**src/rtl/poe_port_params.svh**
```systemverilog
// Offsets, field positions, reset values and timing figures for the
// four-port power-sourcing port controller.
// Assumes a 250 MHz core clock and an 8-bit internal register port.
`ifndef POE_PORT_PARAMS_SVH
`define POE_PORT_PARAMS_SVH

`define OFS_DET_EV      8'h04
`define OFS_DET_EV_COR  8'h05
`define OFS_FLT_EV      8'h06
`define OFS_FLT_EV_COR  8'h07
`define OFS_PORT_ST0    8'h0c
`define OFS_PWR_ST      8'h10
`define OFS_OP_MODE     8'h12
`define OFS_DISC_EN     8'h13
`define OFS_DETCLS_EN   8'h14
`define OFS_TIMING      8'h16
`define OFS_PWR_PB      8'h19

`define TIMING_RST      8'h00
`define TDIS_SEL_LSB    0
`define PST_CLASS_LSB   4

`define CLK_HZ          250000000
`define SINE_HZ         110
`define SINE_STEPS      16
`define DC_KEEP_PCT     17
`define CLASS_MV        17500
`define INIT_WAIT       2'h3

`endif

```
**src/rtl/poe_port_pkg.sv**
```systemverilog
// Types shared by the port controller and its bench.
// Assumes the constants header is included by the modules that use it.
package poe_port_pkg;

    typedef enum logic [1:0] {
        MODE_OFF    = 2'h0,
        MODE_MANUAL = 2'h1,
        MODE_SEMI   = 2'h2,
        MODE_AUTO   = 2'h3
    } op_mode_t;

    typedef enum logic [3:0] {
        PS_IDLE     = 4'h1,
        PS_DETECT   = 4'h2,
        PS_CLASSIFY = 4'h4,
        PS_POWERED  = 4'h8
    } port_st_t;

    // Analog front end results for one port; done flags stay high
    // until the matching run request drops.
    typedef struct packed {
        logic det_done;
        logic det_valid;
        logic class_done;
        logic [2:0] class_lvl;
        logic short_det;
        logic under_cur;
        logic high_imp;
    } afe_t;

endpackage

```
**src/rtl/poe_port_ctrl.sv**
```systemverilog
// Per-port mode, classification and disconnect control, four ports.
// Assumes an analog front end that runs detection and the class
// regulation loop on request, and a serial slave that turns host
// transfers into one-cycle reg_wr / reg_rd strobes on this clock.
//
// Behaviour
// - Classification regulates port at 17.5 V, reads class.
// - Short during class forces limited gate drive.
// - Class results shown in event and status registers.
// - Each port runs in one of four modes.
// - Auto detects until valid, classifies, powers on.
// - Strap pin picks auto or software control.
// - Semi mode detects and classifies, powers only on push-button.
// - Manual mode runs each command once only.
// - Off mode stays unpowered and clears bits.
// - With AC disconnect off, DC disconnect counts while current below threshold.
// - Timeout switches port off, sets fault bit.
// - Steady current clears the DC disconnect timer.
// - Timeout length comes from timing register field.
// - AC disconnect injects 110 Hz sine wave.
// - High AC impedance runs timer, timeout powers off.
// - Low AC impedance clears the disconnect timer.
`timescale 1ns/10ps
`include "poe_port_params.svh"

module poe_port_ctrl
    import poe_port_pkg::*;
#(
    parameter int unsigned TDIS_BASE_CYC = 75000000,
    parameter int unsigned MPDO_CYC = 100000000,
    parameter int unsigned SINE_STEP_CYC =
        `CLK_HZ / (`SINE_HZ * `SINE_STEPS)
)
(
    input wire logic mclk,
    input wire logic resetn,
    input wire logic self_run,
    input wire afe_t [3:0] afe_in,
    input wire logic reg_wr,
    input wire logic reg_rd,
    input wire logic [7:0] reg_addr,
    input wire logic [7:0] reg_wdata,
    output logic [7:0] reg_rdata,
    output logic [3:0] det_start,
    output logic [3:0] class_run,
    output logic [3:0] class_short_limit,
    output logic [3:0] power_on,
    output logic [3:0] sine_injection_pin,
    output logic [3:0] sine_code
);

    // The keep window is a whole number of cycles, rounded down
    localparam int unsigned KEEP_CYC = MPDO_CYC * `DC_KEEP_PCT / 100;
    localparam logic [15:0][3:0] SINE_LUT = {
        4'h5, 4'h3, 4'h1, 4'h0, 4'h1, 4'h3, 4'h5, 4'h8,
        4'hb, 4'hd, 4'hf, 4'hf, 4'hf, 4'hd, 4'hb, 4'h8
    };

    typedef struct packed {
        afe_t [3:0] sy1;
        afe_t [3:0] sy2;
        afe_t [3:0] sy3;
        afe_t [3:0] flt;
        logic [2:0] run_sy;
        logic [1:0] init_cnt;
        logic init_done;
        port_st_t [3:0] st;
        op_mode_t [3:0] mode;
        logic [3:0] det_en;
        logic [3:0] cls_en;
        logic [3:0] dc_en;
        logic [3:0] ac_en;
        logic [7:0] timing;
        logic [3:0] det_ev;
        logic [3:0] cls_ev;
        logic [3:0] dis_ev;
        logic [3:0] det_ok;
        logic [3:0][2:0] cls_lvl;
        logic [3:0] det_req;
        logic [3:0] cls_req;
        logic [3:0] cls_short;
        logic [3:0][31:0] dis_cnt;
        logic [3:0][31:0] ok_cnt;
        logic [31:0] sine_div;
        logic [3:0] sine_idx;
        logic [3:0] sine_out;
        logic [3:0] det_run;
        logic [3:0] cls_run;
        logic [3:0] pwr_on;
        logic [3:0] inj_en;
        logic [7:0] rdata;
    } core_t;

    core_t q_ff;
    core_t nxt_q;
    logic [31:0] dis_lim;

    assign dis_lim = TDIS_BASE_CYC << q_ff.timing[`TDIS_SEL_LSB +: 2];

    always_comb
    begin
        logic [3:0] pb_on;
        logic [3:0] pb_off;
        logic clr_det;
        logic clr_flt;
        nxt_q = q_ff;
        pb_on = 4'h0;
        pb_off = 4'h0;
        clr_det = reg_rd && reg_addr == `OFS_DET_EV_COR;
        clr_flt = reg_rd && reg_addr == `OFS_FLT_EV_COR;

        // Three-stage capture; a level is taken once stages 2 and 3 agree
        nxt_q.sy1 = afe_in;
        nxt_q.sy2 = q_ff.sy1;
        nxt_q.sy3 = q_ff.sy2;
        nxt_q.flt = (q_ff.sy2 & q_ff.sy3) | (q_ff.flt & (q_ff.sy2 | q_ff.sy3));
        nxt_q.run_sy = {q_ff.run_sy[1:0], self_run};

        // Strap is taken only after the capture chain has filled
        if (!q_ff.init_done)
        begin
            if (q_ff.init_cnt != `INIT_WAIT)
                nxt_q.init_cnt = q_ff.init_cnt + 2'h1;
            else if (q_ff.run_sy[1] == q_ff.run_sy[2])
            begin
                nxt_q.init_done = 1'b1;
                for (int i = 0; i < 4; i++)
                begin
                    nxt_q.mode[i] = q_ff.run_sy[2] ? MODE_AUTO : MODE_MANUAL;
                end
                if (q_ff.run_sy[2])
                begin
                    nxt_q.det_en = 4'hf;
                    nxt_q.cls_en = 4'hf;
                    nxt_q.dc_en = 4'hf;
                end
            end
        end

        if (reg_wr)
        begin
            case (reg_addr)
                `OFS_OP_MODE:
                begin
                    for (int i = 0; i < 4; i++)
                    begin
                        nxt_q.mode[i] = op_mode_t'(reg_wdata[2*i +: 2]);
                    end
                end
                `OFS_DISC_EN:
                begin
                    nxt_q.dc_en = reg_wdata[3:0];
                    nxt_q.ac_en = reg_wdata[7:4];
                end
                `OFS_DETCLS_EN:
                begin
                    nxt_q.det_en = reg_wdata[3:0];
                    nxt_q.cls_en = reg_wdata[7:4];
                    nxt_q.det_req = q_ff.det_req | reg_wdata[3:0];
                    nxt_q.cls_req = q_ff.cls_req | reg_wdata[7:4];
                end
                `OFS_TIMING: nxt_q.timing = reg_wdata;
                `OFS_PWR_PB:
                begin
                    pb_on = reg_wdata[3:0];
                    pb_off = reg_wdata[7:4];
                end
                default: ;
            endcase
        end

        // Clear on read first, so that an event in the same cycle survives
        if (clr_det)
        begin
            nxt_q.det_ev = 4'h0;
            nxt_q.cls_ev = 4'h0;
        end
        if (clr_flt)
            nxt_q.dis_ev = 4'h0;

        for (int i = 0; i < 4; i++)
        begin
            unique case (q_ff.st[i])
                PS_IDLE:
                begin
                    // Wait for stale done flags to drain before a new run
                    if (pb_on[i] && q_ff.mode[i] != MODE_OFF)
                        nxt_q.st[i] = PS_POWERED;
                    else if (q_ff.flt[i].det_done || q_ff.flt[i].class_done)
                        nxt_q.st[i] = PS_IDLE;
                    else if (q_ff.mode[i] == MODE_MANUAL)
                    begin
                        if (q_ff.det_req[i])
                        begin
                            nxt_q.st[i] = PS_DETECT;
                            nxt_q.det_req[i] = 1'b0;
                        end
                        else if (q_ff.cls_req[i])
                        begin
                            nxt_q.st[i] = PS_CLASSIFY;
                            nxt_q.cls_req[i] = 1'b0;
                        end
                    end
                    else if (q_ff.mode[i] != MODE_OFF && q_ff.det_en[i])
                        nxt_q.st[i] = PS_DETECT;
                end
                PS_DETECT:
                begin
                    if (q_ff.flt[i].det_done)
                    begin
                        nxt_q.det_ev[i] = 1'b1;
                        nxt_q.det_ok[i] = q_ff.flt[i].det_valid;
                        nxt_q.st[i] = PS_IDLE;
                        // A failed detect drops a queued class request
                        if (q_ff.mode[i] == MODE_MANUAL)
                            nxt_q.cls_req[i] = 1'b0;
                        if (q_ff.flt[i].det_valid)
                        begin
                            if (q_ff.mode[i] == MODE_MANUAL)
                            begin
                                if (q_ff.cls_req[i])
                                    nxt_q.st[i] = PS_CLASSIFY;
                                nxt_q.cls_req[i] = 1'b0;
                            end
                            else if (q_ff.cls_en[i])
                                nxt_q.st[i] = PS_CLASSIFY;
                            else if (q_ff.mode[i] == MODE_AUTO)
                                nxt_q.st[i] = PS_POWERED;
                        end
                    end
                end
                PS_CLASSIFY:
                begin
                    if (q_ff.flt[i].short_det)
                        nxt_q.cls_short[i] = 1'b1;
                    if (q_ff.flt[i].class_done)
                    begin
                        nxt_q.cls_ev[i] = 1'b1;
                        nxt_q.cls_lvl[i] = q_ff.flt[i].class_lvl;
                        nxt_q.cls_short[i] = 1'b0;
                        // Class result never holds back power-on
                        nxt_q.st[i] = q_ff.mode[i] == MODE_AUTO ?
                            PS_POWERED : PS_IDLE;
                    end
                end
                PS_POWERED:
                begin
                    if (q_ff.ac_en[i])
                    begin
                        if (q_ff.flt[i].high_imp)
                            nxt_q.dis_cnt[i] = q_ff.dis_cnt[i] + 32'h1;
                        else
                            nxt_q.dis_cnt[i] = 32'h0;
                    end
                    else if (q_ff.dc_en[i])
                    begin
                        if (q_ff.flt[i].under_cur)
                        begin
                            nxt_q.dis_cnt[i] = q_ff.dis_cnt[i] + 32'h1;
                            nxt_q.ok_cnt[i] = 32'h0;
                        end
                        else if (q_ff.ok_cnt[i] >= KEEP_CYC - 1)
                            nxt_q.dis_cnt[i] = 32'h0;
                        else
                            nxt_q.ok_cnt[i] = q_ff.ok_cnt[i] + 32'h1;
                    end
                    if ((q_ff.ac_en[i] || q_ff.dc_en[i]) &&
                        q_ff.dis_cnt[i] >= dis_lim)
                    begin
                        nxt_q.st[i] = PS_IDLE;
                        nxt_q.dis_ev[i] = 1'b1;
                    end
                    if (pb_off[i])
                        nxt_q.st[i] = PS_IDLE;
                end
            endcase

            // Requests only queue up for ports under command
            if (q_ff.mode[i] != MODE_MANUAL)
            begin
                nxt_q.det_req[i] = 1'b0;
                nxt_q.cls_req[i] = 1'b0;
            end

            // Powered-off mode wipes this port's status and enables; the
            // strap load lands while modes still read off, so skip it then
            if (q_ff.mode[i] == MODE_OFF && q_ff.init_done)
            begin
                nxt_q.st[i] = PS_IDLE;
                nxt_q.det_en[i] = 1'b0;
                nxt_q.cls_en[i] = 1'b0;
                nxt_q.dc_en[i] = 1'b0;
                nxt_q.ac_en[i] = 1'b0;
                nxt_q.det_req[i] = 1'b0;
                nxt_q.cls_req[i] = 1'b0;
                nxt_q.det_ev[i] = 1'b0;
                nxt_q.cls_ev[i] = 1'b0;
                nxt_q.dis_ev[i] = 1'b0;
                nxt_q.det_ok[i] = 1'b0;
                nxt_q.cls_lvl[i] = 3'h0;
                nxt_q.cls_short[i] = 1'b0;
            end
            if (nxt_q.st[i] != PS_POWERED)
            begin
                nxt_q.dis_cnt[i] = 32'h0;
                nxt_q.ok_cnt[i] = 32'h0;
            end
            nxt_q.det_run[i] = nxt_q.st[i] == PS_DETECT;
            nxt_q.cls_run[i] = nxt_q.st[i] == PS_CLASSIFY;
            nxt_q.pwr_on[i] = nxt_q.st[i] == PS_POWERED;
            nxt_q.inj_en[i] = nxt_q.st[i] == PS_POWERED &&
                nxt_q.ac_en[i];
        end

        // One shared sine source; each port gates it onto its pin
        if (q_ff.sine_div >= SINE_STEP_CYC - 1)
        begin
            nxt_q.sine_div = 32'h0;
            nxt_q.sine_idx = q_ff.sine_idx + 4'h1;
        end
        else
            nxt_q.sine_div = q_ff.sine_div + 32'h1;
        nxt_q.sine_out = SINE_LUT[q_ff.sine_idx];

        nxt_q.rdata = 8'h00;
        if (reg_rd)
        begin
            case (reg_addr)
                `OFS_DET_EV, `OFS_DET_EV_COR:
                    nxt_q.rdata = {q_ff.cls_ev, q_ff.det_ev};
                `OFS_FLT_EV, `OFS_FLT_EV_COR:
                    nxt_q.rdata = {q_ff.dis_ev, 4'h0};
                `OFS_PWR_ST: nxt_q.rdata = {4'h0, q_ff.pwr_on};
                `OFS_OP_MODE: nxt_q.rdata = q_ff.mode;
                `OFS_DISC_EN: nxt_q.rdata = {q_ff.ac_en, q_ff.dc_en};
                `OFS_DETCLS_EN: nxt_q.rdata = {q_ff.cls_en, q_ff.det_en};
                `OFS_TIMING: nxt_q.rdata = q_ff.timing;
                default:
                begin
                    if (reg_addr[7:2] == 6'(`OFS_PORT_ST0 >> 2))
                        nxt_q.rdata = {1'b0, q_ff.cls_lvl[reg_addr[1:0]],
                            3'h0, q_ff.det_ok[reg_addr[1:0]]};
                end
            endcase
        end
    end

    always_ff @(posedge mclk or negedge resetn)
    begin
        if (!resetn)
        begin
            q_ff <= '0;
            q_ff.st <= '{PS_IDLE, PS_IDLE, PS_IDLE, PS_IDLE};
            q_ff.timing <= `TIMING_RST;
        end
        else
            q_ff <= nxt_q;
    end

    assign reg_rdata = q_ff.rdata;
    assign det_start = q_ff.det_run;
    assign class_run = q_ff.cls_run;
    assign class_short_limit = q_ff.cls_short;
    assign power_on = q_ff.pwr_on;
    assign sine_injection_pin = q_ff.inj_en;
    assign sine_code = q_ff.sine_out;

    logic dc_count0;
    assign dc_count0 = q_ff.st[0] == PS_POWERED && q_ff.dc_en[0] &&
        !q_ff.ac_en[0] && q_ff.flt[0].under_cur &&
        q_ff.dis_cnt[0] < dis_lim && q_ff.mode[0] != MODE_OFF && !reg_wr;
endmodule

```
**config.mk**
```make
export PLATFORM = sky130hd
export DESIGN_NAME = poe_port_ctrl
export DESIGN_NICKNAME = d
export VERILOG_FILES = /design/src/rtl/poe_port_pkg.sv /design/src/rtl/poe_port_ctrl.sv
export VERILOG_INCLUDE_DIRS = /design/src /design/src/rtl
export SDC_FILE = /design/constraint.sdc
export NUM_CORES = 1
export LEC_CHECK = 0
export CORE_MARGIN = 10
export CORE_UTILIZATION = 40
export CTS_BUF_LIST = sky130_fd_sc_hd__clkbuf_4 sky130_fd_sc_hd__clkbuf_8 sky130_fd_sc_hd__clkbuf_16
export CTS_CLUSTER_SIZE = 20
export DETAILED_ROUTE_END_ITERATION = 10
export DONT_BUFFER_PORTS = 1
export HOLD_SLACK_MARGIN = 0.03
export PLACE_DENSITY_LB_ADDON = 0.12
export SLEW_MARGIN = 20
export SYNTH_ARGS = -nofsm -noshare
export SYNTH_HDL_FRONTEND = slang
export SYNTH_SLANG_ARGS = --single-unit
```
**constraint.sdc**
```tcl
create_clock -name mclk -period 8.4 [get_ports mclk]
set_input_delay 0.84 -clock mclk [delete_from_list [all_inputs] [get_ports mclk]]
set_output_delay 0.84 -clock mclk [all_outputs]
set_load 0.02 [all_outputs]
```
==> out/qor.yml <==
ys_ff_latch: 558
finalNetCount: 3125
synth_enable_flop_cells: 0
initial_core_util_pct: 40.39
fin_util_pct: 44.94
ff2ff_path_depth: 12
post_drt_via_cell_ratio: 5.825
dp.final_hpwl_mm: 52.20
grt_first_pass_wirelength_mm: 125.6
period_needed_ps: 5605
r2r_slack_ps: 2800
cts_tree: "done"
synth_compound_area_share_pct: 14.13
layout-drive-gt1-share_pct: 8.070
skew_ps: 33.77
drv_cap: 0
finalSetupViolations: 0
required_ps: 8900
clock_path_buffers: 3
dr_total_vias: 23083
dieArea_um2: 83470
synth.distinct_cells: 95
finalHoldViolCount: 0
fmax_mhz: 178.4
die_y_um: 288.9
cts_htree_levels: 3
crit_type: "reg2reg"
grt_max_degree: 559
syn_inst: 3016
rr_endpoint: "q_ff[187]"
crit_path_max_fanout: 36
ys_warn_count: 0
cts_setup_buffers: 0
boundaryPins: 89
final_antenna_net_count: 0
r2r-start: "q_ff[361]"
coreArea_um2: 71610
placed_area_um2: 29630
synth_async_sr_flop_share_pct: 100.0
rsz0062_at_grt: "no"
drt-initial-drc-count: 1978
power.density_nw_per_um2: 202.9
crit_arrival_ps: 6110
groute.usage.overall_pct: 18.49
cts_root_buf: "clkbuf_16"
syn_area_um2: 28920
period_share_pct: 66.72
synth_xor_area_share_pct: 3.149
status: "completed"
fin_setup_tns_ps: 0
synthAdderAreaFrac_pct: 6.065
worstMarginPinSlew_ps: 1269
synth_top_family_by_area: "simple AND/OR/NAND/NOR gates"
power.leakage_nw: 12.84
port_buffers: 0
startpoint: "q_ff[361]"
post_drt_wl_per_cell_um: 19.99
synthMuxAreaShare_pct: 1.691
finalMaxSlewViolations: 0
wirelength_mm: 79.23
yosysSeqAreaShare_pct: 48.29
gp_congestion: 0.8773
stdcell_area_um2: 32180
clkSlewWorstSetupHoldPaths_ps: 70
drt_pass1_iterations: 5
fp.dieW_um: 288.9
first_global_vias: 22190
vdd_drop_max_v: 0.0001400
hp-class: "in2async"
overflow: 0
drc_errors: 0
clk_latency_ps: 620
crit_end: "q_ff[187]"
start_kind: "register"
numCtsBuffers: 68
cts.sink_count: 558
fillers: 6794
antenna_found_initial: 2
area_growth_pct: 11.25
dominantRegCellSynth: "dfrtp_1"
crit_path_end_kind: "register"
avgSynthCellArea_um2: 9.590
ctsResizeCount: 0
slew_headroom_pct: 15.41
yosys.area_share.simple_pct: 22.87
rows: 98
## power by group
part | switching [mW] | internal (mW)
sequential | 0.161 | 2.81
combinational | 0.215 | 0.147
clock | 1.21 | 1.99
total | 1.59 | 4.95
## registers in the layout (all words and copies together), names as in the netlist
signal              flops
power_on                4
class_short_limit       4
class_run               4
det_start               4
sine_injection_pin      4
nxt_q                  74
reg_rdata               8
sine_code               4
q_ff                  452
## layout make-up
type / count / area, µm² / area share, %
clock buffers: 97 / 2097 / 6.517
inverters: 70 / 262.8 / 0.8165
diodes: 2 / 5.005 / 0.01555
clock inverters: 25 / 367.9 / 1.143
flip-flops and latches: 558 / 13970 / 43.41
multi-input cells: 2227 / 13970 / 43.42
well taps: 950 / 1189 / 3.694
repair buffers: 34 / 315.3 / 0.9799
## layer usage
metal | GRT usage (%) | vias up | routed length (µm)
met4 | 4.353 | 2 | 1513
met2 | 29.38 | 613 | 36530
met5 | 0 | - | 20
met3 | 3.463 | 100 | 4444
li1 | - | 10840 | -
met1 | 25.84 | 11528 | 36720
## Yosys cell counts (all sizes together) (39+ instances only)
| cell type | n | area, µm² |
|---|---|---|
| dfrtp | 554 | 13860 |
| xor2 | 52 | 455.4 |
| and3 | 67 | 420.4 |
| nor3 | 139 | 755.7 |
| a31oi | 59 | 369.1 |
| ha | 109 | 1364 |
| o21ai | 139 | 695.7 |
| nor4 | 45 | 315.3 |
| inv | 70 | 262.8 |
| nand3 | 130 | 655.6 |
| nor2 | 290 | 1091 |
| a21oi | 256 | 1281 |
| nand2 | 243 | 912.1 |
| clkbuf | 100 | 375.4 |
| maj3 | 39 | 390.4 |
| xnor2 | 52 | 455.4 |
| and2 | 41 | 256.5 |
| buf | 74 | 457.9 |
| nand4 | 89 | 556.8 |
## worst min path at each step
stage | slack [ps] | from | depth (start not counted) | to
after floorplan | 330 | nxt_q[412] | 0 | nxt_q[413]
after detailed placement | 330 | nxt_q[488] | 0 | nxt_q[452]
after global placement | 330 | nxt_q[506] | 0 | nxt_q[470]
after global routing | 40 | resetn | 0 | q_ff[392]
final | 70 | resetn | 0 | q_ff[392]
after CTS | -80 | resetn | 0 | q_ff[429]
## worst max-delay path: stages, from the launching register on
cell       delay, ps
dfrtp_1          570
inv_1            580
ha_1             490
inv_1            440
ha_1             440
nand4_1          110
or4_1            510
or3_1            420
a41o_1           200
a21o_1           220
o2111ai_4        770
buf_4            500
and3b_1          230
## cell families (layout without fill, tap and decap cells)
| kind of cell | after synthesis | in the layout |
|---|---|---|
| AND/OR/NAND/NOR | 1258 | 1258 |
| flip-flops | 558 | 558 |
| buffers and inverters | 244 | 226 |
| multiplexers | 40 | 40 |
| adder cells (fa/ha/maj) | 148 | 148 |
| AO/OA/AOI/OAI | 663 | 663 |
| XOR/XNOR | 104 | 104 |
| other | 1 | 16 |
## per-stage QoR
step / hold slack (ps) / power, mW / worst slack (ps) / instances
final: 69.76 / 6.530 / 2795 / 3963
after CTS: -75.51 / 6.554 / 2703 / 3958
after floorplan: 331.2 / 3.227 / 4568 / 3029
after detailed placement: 334.7 / 3.320 / 2718 / 3836
after global routing: 38.16 / 6.791 / 2540 / 3961
after global placement: 333.3 / 3.308 / 2894 / 3836
## cells in the final DEF (no fill, tap or decap), types with 19 or more instances in the layout
cell type and count:
xnor2_1 52, mux2i_1 23, clkbuf_8 20, clkbuf_16 71, nor3_1 124, or3_1 27, inv_1 70, a31oi_1 57
a21oi_1 254, nand3_1 128, buf_4 31, and3_1 66, ha_1 109, a21o_1 24, nand4_1 89, and2_1 38
nor2_1 289, nand3b_1 31, and4_1 19, nand2_1 242, nor4_1 41, xor2_1 52, maj3_1 39, o21a_1 20
dfrtp_1 554, o21ai_0 136, or4_1 27
Power figures use the tool's default switching activity.
